--- config.mk ---
export PLATFORM = sky130hd
export DESIGN_NAME = touch_power_mode_control
export DESIGN_NICKNAME = d
export VERILOG_FILES = /design/src/touch_pkg.sv /design/src/touch_power_mode_control.sv
export VERILOG_INCLUDE_DIRS = /design/src
export SDC_FILE = /design/constraint.sdc
export NUM_CORES = 1
export LEC_CHECK = 0
export BUFFER_PORTS_ARGS = -buffer_cell sky130_fd_sc_hd__buf_2
export CAP_MARGIN = 10
export CORE_ASPECT_RATIO = 1.4
export CORE_MARGIN = 3
export CORE_UTILIZATION = 45
export CTS_BUF_LIST = sky130_fd_sc_hd__clkbuf_4 sky130_fd_sc_hd__clkbuf_8 sky130_fd_sc_hd__clkbuf_16
export DETAILED_ROUTE_END_ITERATION = 8
export SLEW_MARGIN = 10
export SYNTH_ARGS = -nofsm -noshare
export SYNTH_HDL_FRONTEND = slang
export SYNTH_SLANG_ARGS = --single-unit
--- constraint.sdc ---
create_clock -name i_sys_clk -period 4.4 [get_ports i_sys_clk]
set_input_delay 0.88 -clock i_sys_clk [delete_from_list [all_inputs] [get_ports i_sys_clk]]
set_output_delay 0.88 -clock i_sys_clk [all_outputs]
set_load 0.1 [all_outputs]
--- src/touch_params.svh ---
// Timing counts and drift thresholds of the touch power-mode controller.
// Assumes a 200 MHz system clock; included by the package only.
`ifndef TOUCH_PARAMS_SVH
`define TOUCH_PARAMS_SVH
// ==========================================
// Clock and base tick
`define SYS_CLK_PERIOD_NS 5
`define TICK_TIME_NS 1000000
`define TICK_CYCLES_DFLT (`TICK_TIME_NS / `SYS_CLK_PERIOD_NS)
// ==========================================
// Scan timing in ms
`define SCAN_MIN_MS 6'h07
`define SCAN_MAX_MS 6'h0A
`define IDLE_SCAN_MS 6'h28
`define MS_PER_S 14'h03E8
// ==========================================
// Wake pulse and calibration
`define WAKE_MIN_MS 3'h2
`define WAKE_TICKS (`WAKE_MIN_MS + 3'h1)
`define CALIB_MS 8'hC8
// ==========================================
// Host notification pulse
`define INT_PULSE_NS 100
`define INT_PULSE_CYCLES 5'(`INT_PULSE_NS / `SYS_CLK_PERIOD_NS)
// ==========================================
// Drift tracking
`define DRIFT_THRESH 8'h08
`define HIST_SHIFT 2
`endif

--- src/touch_pkg.sv ---
// Types of the touch power-mode controller.
// Assumes touch_params.svh is on the include path.
`include "touch_params.svh"
package touch_pkg;
  typedef enum logic [1:0] {MODE_NORMAL, MODE_IDLE, MODE_SLEEP} mode_t;
  typedef struct packed {
    mode_t mode;
    logic [1:0] int_sync;
    logic [17:0] tick_cnt;
    logic tick;
    logic [5:0] scan_ms;
    logic [13:0] idle_ms;
    logic [2:0] wake_ticks;
    logic [7:0] calib_ms;
    logic calib_done;
    logic [4:0] int_cnt;
    logic int_out;
    logic int_oe_n;
    logic scan_start;
    logic [2:0] freq_sel;
    logic [7:0] hist;
    logic recal;
    logic base_upd;
  } state_t;
  localparam state_t STATE_RST = '{mode: MODE_NORMAL, int_oe_n: 1'b1, default: '0};
endpackage

--- src/touch_power_mode_control.sv ---
// Scan pacing, power modes, host notification, hopping and baseline upkeep.
// Assumes scan engine and I2C decode on i_sys_clk; INT pin has a board pull.
//
// What this block does
// RULE1: Normal mode repeats a scan every 7 to 10 ms, as configured.
// RULE2: Normal mode with no touch falls to idle scan after 0-15 s timeout.
// RULE3: Idle scan mode scans every 40 ms regardless of normal period setting.
// RULE4: Any touch seen in idle scan mode returns the block to normal mode.
// RULE5: Host pulls INT low, then sends the sleep command.
// RULE6: Host holds INT high 2-5 ms; the block then wakes to normal mode.
// RULE7: INT is pulsed only when a touch event makes coordinates ready.
// RULE8: Trigger setting 0 signals with a rising edge, 1 with a falling edge.
// RULE9: Noise overlapping the drive spectrum moves the drive to another frequency.
// RULE10: Baseline is set from current conditions within 200 ms after reset.
// RULE11: Baseline follows slow drift by comparing history with current samples.
// RULE12: Sleep suspends scanning and interrupts until a valid wake pulse.
`timescale 1ns/1ps
module touch_power_mode_control #(
  parameter int unsigned TICK_CYCLES = `TICK_CYCLES_DFLT
) (
  input wire logic i_sys_clk,
  input wire logic i_rstn,
  input wire logic i_int_in,
  input wire logic i_sleep_cmd,
  input wire logic i_int_falling,
  input wire logic [3:0] i_scan_period_ms,
  input wire logic [3:0] i_idle_timeout_s,
  input wire logic i_scan_done,
  input wire logic i_touch_present,
  input wire logic i_noise_overlap,
  input wire logic [7:0] i_sample,
  output touch_pkg::mode_t o_mode,
  output logic o_scan_start,
  output logic o_int_out,
  output logic o_int_oe_n,
  output logic [2:0] o_freq_sel,
  output logic o_calib_done,
  output logic o_baseline_update,
  output logic o_baseline_recal,
  output logic [7:0] o_baseline_ref
);
  import touch_pkg::*;

  localparam logic [17:0] TICK_LAST = 18'(TICK_CYCLES - 1);

  state_t st_ff;
  state_t nxt_st;
  logic active;
  logic touch_evt;
  logic clean_scan;
  logic [5:0] period;

  // ==========================================
  // Helpers
  function automatic logic [5:0] scan_period(input logic [3:0] cfg);
    logic [5:0] p;
    p = {2'b00, cfg};
    if (p < `SCAN_MIN_MS) begin
      p = `SCAN_MIN_MS;
    end else if (p > `SCAN_MAX_MS) begin
      p = `SCAN_MAX_MS;
    end
    return p;
  endfunction

  function automatic logic [7:0] abs_diff(input logic [7:0] a, input logic [7:0] b);
    return (a > b) ? (a - b) : (b - a);
  endfunction

  // ==========================================
  // Next state
  always_comb begin
    nxt_st = st_ff;
    // Only bit 1 is read; bit 0 is the metastability catcher
    nxt_st.int_sync = {st_ff.int_sync[0], i_int_in};
    nxt_st.tick = 1'b0;
    nxt_st.scan_start = 1'b0;
    nxt_st.recal = 1'b0;
    nxt_st.base_upd = 1'b0;
    active = (st_ff.mode != MODE_SLEEP);
    touch_evt = active && i_scan_done && i_touch_present;
    clean_scan = active && i_scan_done && !i_touch_present;

    // 1 ms tick keeps the long counters narrow
    if (st_ff.tick_cnt == TICK_LAST) begin
      nxt_st.tick_cnt = '0;
      nxt_st.tick = 1'b1;
    end else begin
      nxt_st.tick_cnt = st_ff.tick_cnt + 18'h00001;
    end

    if (!st_ff.calib_done && st_ff.tick) begin
      if (st_ff.calib_ms == `CALIB_MS - 8'h01) begin
        nxt_st.calib_done = 1'b1; // [RULE10]
      end else begin
        nxt_st.calib_ms = st_ff.calib_ms + 8'h01;
      end
    end

    // Scan pacing
    period = (st_ff.mode == MODE_IDLE) ? `IDLE_SCAN_MS : scan_period(i_scan_period_ms); // [RULE1] [RULE3]
    if (active && st_ff.tick) begin // [RULE12]
      if (st_ff.scan_ms >= period - 6'h01) begin
        nxt_st.scan_ms = '0;
        nxt_st.scan_start = 1'b1;
      end else begin
        nxt_st.scan_ms = st_ff.scan_ms + 6'h01;
      end
    end

    if (active && i_scan_done && i_noise_overlap) begin
      nxt_st.freq_sel = st_ff.freq_sel + 3'h1; // [RULE9]
    end

    // Baseline: untouched scans only, so a finger never becomes the reference
    if (clean_scan) begin
      if (!st_ff.calib_done) begin
        nxt_st.hist = i_sample; // [RULE10]
        nxt_st.base_upd = 1'b1;
      end else begin
        nxt_st.hist = (i_sample > st_ff.hist) ?
          st_ff.hist + ((i_sample - st_ff.hist) >> `HIST_SHIFT) :
          st_ff.hist - ((st_ff.hist - i_sample) >> `HIST_SHIFT); // [RULE11]
        nxt_st.recal = (abs_diff(i_sample, st_ff.hist) > `DRIFT_THRESH); // [RULE11]
      end
    end

    // Notification pulse
    if (st_ff.int_cnt != 5'h00) begin
      nxt_st.int_cnt = st_ff.int_cnt - 5'h01;
    end
    if (touch_evt) begin
      nxt_st.int_cnt = `INT_PULSE_CYCLES; // [RULE7]
    end

    // Mode control
    if (active && i_sleep_cmd && !st_ff.int_sync[1]) begin // [RULE5]
      nxt_st.mode = MODE_SLEEP;
      nxt_st.wake_ticks = '0;
      nxt_st.scan_ms = '0;
      // A scan falling due on the entry edge is dropped, not started late
      nxt_st.scan_start = 1'b0; // [RULE12]
      nxt_st.int_cnt = '0; // [RULE12]
    end else begin
      unique case (st_ff.mode)
        MODE_NORMAL: begin
          if (touch_evt) begin
            nxt_st.idle_ms = '0;
          end else if (st_ff.tick) begin
            if (st_ff.idle_ms >= 14'(i_idle_timeout_s) * `MS_PER_S) begin // [RULE2]
              nxt_st.mode = MODE_IDLE;
              nxt_st.idle_ms = '0;
              nxt_st.scan_ms = '0;
            end else begin
              nxt_st.idle_ms = st_ff.idle_ms + 14'h0001;
            end
          end
        end
        MODE_IDLE: begin
          if (touch_evt) begin
            nxt_st.mode = MODE_NORMAL; // [RULE4]
            nxt_st.scan_ms = '0;
          end
        end
        MODE_SLEEP: begin
          // Three ticks while high guarantee at least 2 ms held
          if (!st_ff.int_sync[1]) begin
            nxt_st.wake_ticks = '0;
          end else if (st_ff.tick) begin
            if (st_ff.wake_ticks == `WAKE_TICKS - 3'h1) begin
              nxt_st.mode = MODE_NORMAL; // [RULE6]
              nxt_st.wake_ticks = '0;
              nxt_st.idle_ms = '0;
            end else begin
              nxt_st.wake_ticks = st_ff.wake_ticks + 3'h1;
            end
          end
        end
      endcase
    end

    // Pin is driven only during a pulse; the board pull holds the idle level
    nxt_st.int_oe_n = (nxt_st.int_cnt == 5'h00);
    nxt_st.int_out = !i_int_falling; // [RULE8]
  end

  always_ff @(posedge i_sys_clk) begin
    if (!i_rstn) begin
      st_ff <= STATE_RST;
    end else begin
      st_ff <= nxt_st;
    end
  end

  assign o_mode = st_ff.mode;
  assign o_scan_start = st_ff.scan_start;
  assign o_int_out = st_ff.int_out;
  assign o_int_oe_n = st_ff.int_oe_n;
  assign o_freq_sel = st_ff.freq_sel;
  assign o_calib_done = st_ff.calib_done;
  assign o_baseline_update = st_ff.base_upd;
  assign o_baseline_recal = st_ff.recal;
  assign o_baseline_ref = st_ff.hist;
endmodule

==> impl_metrics.json, run 1 <==
{
  "n_antenna_cell": 0,
  "nets": 867,
  "dp.cells": 903,
  "route.antenna.remaining_nets": 0,
  "timing.critical_path.buf_inv": 5,
  "io_buffers": 42,
  "synth_area_mm2": 0.00571,
  "final_cell_mix": "dfxtp_1, nor2_1, ha_1",
  "grt_max_degree": 22,
  "fmax_mhz": 234,
  "gp_congestion": 0.814,
  "antenna_found_initial": 0,
  "dpl.hpwl_um": 10300,
  "finalCriticalPeriod_ns": 4.27,
  "final_cells": 923,
  "critPathRequiredTime_ns": 4.60,
  "grt_pass1_wl_um": 22100,
  "syn-num-nets": 799,
  "synth_top_area_share_pct": 26.6,
  "dieArea_mm2": 0.0141,
  "fp.dieW_um": 101,
  "tightestPinTransition_ns": 0.753,
  "final_util_pct": 54.5,
  "synth_ff_type": "dfxtp_1",
  "route.vias.total": 4935,
  "drc": 0,
  "stdcell_area_mm2": 0.00675,
  "placedInstanceArea_mm2": 0.00629,
  "gr-total-overflow": 0,
  "design.core.area_mm2": 0.0124,
  "leakage_nw": 3.00,
  "routed_wl_um": 12700,
  "ys_seq_area_share_pct": 26.6,
  "drive_above_1_share_pct": 17.1,
  "synth.distinct_cells": 63,
  "floorplan.rows": 48,
  "numCtsBuffers": 9,
  "area_delta_synth_final_pct": 18.2,
  "grt.total_usage_pct": 18.9,
  "dr.pass1.iters": 4,
  "crit_family": "adder cells",
  "slowest_delay_ns": 0.57,
  "outcome": "finished clean",
  "drv_slew": 0,
  "clk_latency_ns": 0.34,
  "rsz0062_at_grt": "true",
  "p_per_area_mw_per_mm2": 357,
  "syn_inst": 700,
  "yosys_warnings": 0,
  "cts_tree": "yes",
  "worstPathArrival_ns": 4.47,
  "cp_cell_sequence": "buf_8 > fa_2 > inv_2 > fa_1 > inv_2 > ha_4 > a21oi_1 > o21bai_1 > a21oi_1 > o21a_1 > xor2_1 > ha_1 > a21o_1 > a21oi_4 > buf_4 > and2_4 > o41ai_4 > buf_6 > nor3_1",
  "start_kind": "input pin",
  "grt_pass1_vias": 5080,
  "start_util_pct": 46.1,
  "layout_commonest_cell": "dfxtp_1",
  "async_reset_ff_share_pct": 0,
  "setup_viol": 0,
  "ys_ff_latch": 76,
  "cts_buffer_depth": 2,
  "cp_slowest_cell": "fa_2",
  "report.power.total_mw": 2.41,
  "syn-mean-instance-area_um2": 8.16,
  "slew_headroom_pct": 49.5,
  "htree_levels": 3,
  "yosys-top-cells-area": "dfxtp_1, ha_1, nor2_1",
  "crit_fanout": 6,
  "critical_path_class": "in -> reg",
  "vias_per_cell": 5.35,
  "synth_top_cell_by_area": "dfxtp_1",
  "vdd_ir_drop_max_mv": 0.149,
  "hold_violations": 0,
  "wl_per_cell_um": 13.8,
  "fin_crit_sh_pct": 97.0,
  "clkTransAtPathRegs_ns": 0.06,
  "clock_sinks": 76,
  "cts-root-buf": "clkbuf_16",
  "holdCritPathClass": "reg -> reg",
  "drt_iter0_markers": 146,
  "finClkSkew_ns": 0.00681,
  "synth_edf_count": 0,
  "worstSetupEndpointType": "register",
  "cts_hold_buf": 0,
  "die_h_um": 139,
  "cap_violations": 0,
  "boundaryPins": 43
}
Yosys cell counts, drive strengths merged, types with 2 or more instances:
cell      n
clkbuf   11
nand3b    3
nor4      5
and2      8
o21bai    6
nand4    10
o21ai    26
a21oi    46
o211ai    3
o2111ai   4
mux2i    11
inv      52
and3     16
nor3     25
nand2b   10
o311ai    2
or3       5
nor2b    18
xnor2    30
buf      20
dfxtp    76
a2111oi   3
nor2     73
nand2    52
a31oi     6
a21o     15
ha       65
o21a      5
a221o     2
xor2     30
o31ai     3
or2       3
a211oi    4
nand3    23
o41ai     2
fa       10
path summary, 6_finish.rpt:
| check | cells after the start | startpoint | slack [ns] | end |
|---|---|---|---|---|
| worst max-delay path | 19 | i_idle_timeout_s[1] | 0.13 | st_ff[49] |
| worst min-delay path | 1 | nxt_st[73] | 0.44 | st_ff[73] |
| worst max register to register | 16 | o_baseline_ref[1] | 0.62 | o_baseline_ref[7] |
| worst min register to register | 1 | nxt_st[73] | 0.44 | st_ff[73] |
stage by stage:
step | setup TNS, ns | worst slack (ns) | hold slack, ns
after global routing | -0.401 | -0.0688 | 0.453
after CTS | 0 | 0.0786 | 0.440
final | 0 | 0.132 | 0.438
after detailed placement | -3.91 | -0.270 | 0.424
after floorplan | 0 | 0.0169 | 0.412
after global placement | -2.39 | -0.187 | 0.415
per-layer routing:
metal	track usage (%)	vias to the layer above	part of all wire (%)
met1	20.9	2314	41
met2	36.1	67	55
met4	5.88	0	1.4
met5	0	-	0
li1	-	2538	-
met3	2.46	16	2.7
final cells by class:
| cell class | instances | area (um^2) |
|---|---|---|
| timing repair buffer | 88 | 579 |
| multi-input combinational | 540 | 3930 |
| tap | 150 | 188 |
| fill | 1163 | 5620 |
| clock buffer | 10 | 239 |
| clock inverter | 6 | 93.8 |
| sequential | 76 | 1520 |
| inverter | 53 | 199 |
flip-flops by register name, summed over array words and instances, names as in the netlist, 2 cells and up:
signal	cells
o_baseline_ref	8
o_freq_sel	3
o_mode	2
st_ff	56
kinds of logic (layout without fill, tap and decap cells):
logic type,count (synthesis),after routing,share of synthesized area [%]
other,1,1,0.0657
AND/OR/NAND/NOR,255,255,21.8
buffers and inverters,84,157,6.68
XOR/XNOR,60,60,9.20
AO/OA/AOI/OAI,137,137,15.7
adder cells (fa/ha/maj),75,75,17.8
multiplexers,12,12,2.13
flip-flops,76,76,26.6
power by group:
part,switching [mW],internal (mW),total [mW]
registers,0.0263,0.716,0.742
logic,0.481,0.378,0.860
clock network,0.291,0.517,0.808
total,0.799,1.61,2.41
repair_timing:
item / in CTS / in global routing
resized for setup: 0 / 22
buffers inserted: 0 / 4
endpoints found under the setup margin: 0 / 22
hold endpoints to repair: 0 / 0
(Power assumes the default switching activity.)
==> inputs of run 2 (changes only) <==
--- a/config.mk
+++ b/config.mk
@@ -10,9 +10,10 @@
 export CAP_MARGIN = 10
 export CORE_ASPECT_RATIO = 1.4
 export CORE_MARGIN = 3
-export CORE_UTILIZATION = 45
+export CORE_UTILIZATION = 55
 export CTS_BUF_LIST = sky130_fd_sc_hd__clkbuf_4 sky130_fd_sc_hd__clkbuf_8 sky130_fd_sc_hd__clkbuf_16
 export DETAILED_ROUTE_END_ITERATION = 8
+export PLACE_DENSITY = 0.77
 export SLEW_MARGIN = 10
 export SYNTH_ARGS = -nofsm -noshare
 export SYNTH_HDL_FRONTEND = slang
==> run 2 against run 1 <==
Against the previous run: design area is 1.5% lower; non-clock buffer count is 7 lower; clock power is 4.6% lower; sequential power hardly changed; largest power group unchanged.
==> impl_metrics.json, run 2 (synthesis gave the netlist of run 1 again) <==
{
  "dieArea_mm2": 0.0117,
  "worst_r2r_startpoint": "o_baseline_ref[1]",
  "n_antenna_cell": 0,
  "design.core.area_mm2": 0.0100,
  "gp_congestion": 0.914,
  "regToRegSetupSlack_ns": 0.55,
  "cp_cell_sequence": "buf_8 > fa_2 > inv_2 > fa_1 > inv_2 > ha_4 > a21oi_2 > o21bai_1 > a21oi_1 > o21a_1 > xor2_1 > ha_1 > a21o_1 > a21oi_2 > nand3_2 > nand2b_4 > nor4_2 > a21o_1",
  "final_cells": 901,
  "vias_per_cell": 5.61,
  "final_cell_mix": "dfxtp_1, nor2_1, ha_1",
  "vdd_ir_drop_max_mv": 0.258,
  "io_buffers": 42,
  "drc": 0,
  "dp.cells": 881,
  "area_delta_synth_final_pct": 16.5,
  "slew_headroom_pct": 50.5,
  "cts-root-buf": "clkbuf_16",
  "dr.pass1.iters": 4,
  "start_util_pct": 57.1,
  "route.antenna.remaining_nets": 0,
  "drt_iter0_markers": 188,
  "fmax_mhz": 232,
  "antenna_found_initial": 0,
  "cts_tree": "yes",
  "leakage_nw": 2.95,
  "crit_fanout": 3,
  "grt_max_degree": 22,
  "holdCritPathClass": "reg -> reg",
  "die_h_um": 127,
  "cp_slowest_cell": "fa_2",
  "wl_per_cell_um": 14.4,
  "grt_pass1_wl_um": 22200,
  "cts_buffer_depth": 2,
  "hold_path_startpoint": "nxt_st[73]",
  "rsz0062_at_grt": "true",
  "hold_violations": 0,
  "clkTransAtPathRegs_ns": 0.06,
  "largest_register": "st_ff",
  "timing.rr.end": "o_baseline_ref[7]",
  "worstPathArrival_ns": 4.61,
  "nets": 860,
  "cap_violations": 0,
  "p_per_area_mw_per_mm2": 357,
  "drv_slew": 0,
  "routed_wl_um": 13000,
  "cts_hold_buf": 0,
  "worstSetupEndpointType": "register",
  "htree_levels": 3,
  "critical_path_class": "in -> reg",
  "boundaryPins": 43,
  "grt.total_usage_pct": 23.0,
  "tightestPinTransition_ns": 0.742,
  "min_to": "st_ff[73]",
  "gr-total-overflow": 0,
  "largest_reg_flops": 56,
  "numCtsBuffers": 9,
  "floorplan.rows": 43,
  "clock_sinks": 76,
  "grt_pass1_vias": 5074,
  "drive_above_1_share_pct": 16.8,
  "min_path_cells": 1,
  "slowest_delay_ns": 0.57,
  "critPathRequiredTime_ns": 4.69,
  "clk_latency_ns": 0.34,
  "fin_tns_setup_ns": 0,
  "finClkSkew_ns": 0.00552,
  "fin_crit_sh_pct": 98.1,
  "outcome": "finished clean",
  "dpl.hpwl_um": 9900,
  "setup_viol": 0,
  "layout_commonest_cell": "dfxtp_1",
  "route.vias.total": 5051,
  "fp.dieW_um": 92.1,
  "finalCriticalPeriod_ns": 4.32,
  "reg2reg_depth": 17,
  "start_kind": "input pin"
}
## run 2: cell count changes in the layout (fill, tap and decap cells not counted), sizes merged
cell	previous run	this run
clkinvlp	1	0
inv	54	55
clkinv	2	3
buf	88	81
bufinv	2	1
## run 2: repair_timing
| action | 4_1_cts | 5_1_grt |
|---|---|---|
| buffers inserted | 0 | 4 |
| endpoints found under the setup margin | 0 | 16 |
| gates resized for setup | 0 | 20 |
## run 2: final cells by class
class	instances	area (um^2)
inverters	53	199
clock inverters	6	70.1
clock buffers	10	239
repair buffers	81	523
fillers	845	3360
well taps	135	169
multi-input cells	540	3930
flip-flops and latches	76	1520
## run 2: how the worst max path moves through the flow
stage / start / end / slack [ns]
floorplan: i_idle_timeout_s[3] / st_ff[46] / 0.02
global placement: i_idle_timeout_s[3] / st_ff[50] / -0.11
detailed placement: i_idle_timeout_s[3] / st_ff[49] / -0.21
CTS: i_idle_timeout_s[3] / st_ff[49] / 0.12
global route: i_idle_timeout_s[1] / st_ff[42] / -0.11
finish: i_idle_timeout_s[1] / st_ff[42] / 0.08
## run 2: layer usage
layer  global-route usage [%]  routed length, um  up-vias
met5                        0                  0        -
met4                     6.65                265        0
met3                     4.21                394       26
met2                     44.0               7030      105
met1                     25.5               5290     2392
li1                         -                  -     2528
## run 2: power breakdown
group | switching [mW] | internal (mW) | total (mW)
clock | 0.311 | 0.461 | 0.771
combinational | 0.486 | 0.369 | 0.855
sequential | 0.0281 | 0.716 | 0.744
## run 2: per-stage QoR
| step | hold slack, ns | utilization, % | worst slack [ns] | total power [mW] | instance area, um^2 |
|---|---|---|---|---|---|
| floorplan | 0.412 | - | 0.0169 | 1.38 | 5760 |
| global placement | 0.416 | 62.1 | -0.108 | 1.54 | 6220 |
| detailed placement | 0.423 | 62.1 | -0.211 | 1.58 | 6220 |
| CTS | 0.438 | 65.2 | 0.119 | 2.35 | 6530 |
| global route | 0.464 | 66.4 | -0.114 | 2.51 | 6650 |
| finish | 0.432 | 66.4 | 0.0831 | 2.37 | 6650 |
## run 2: worst max-delay path: cells and delay by family
| kind | cells | cell delay (ns) |
|---|---|---|
| AO/OA/AOI/OAI | 7 | 1.05 |
| XOR/XNOR | 1 | 0.15 |
| adder cells (fa/ha/maj) | 4 | 1.69 |
| buffers and inverters | 3 | 0.19 |
| AND/OR/NAND/NOR | 3 | 0.63 |
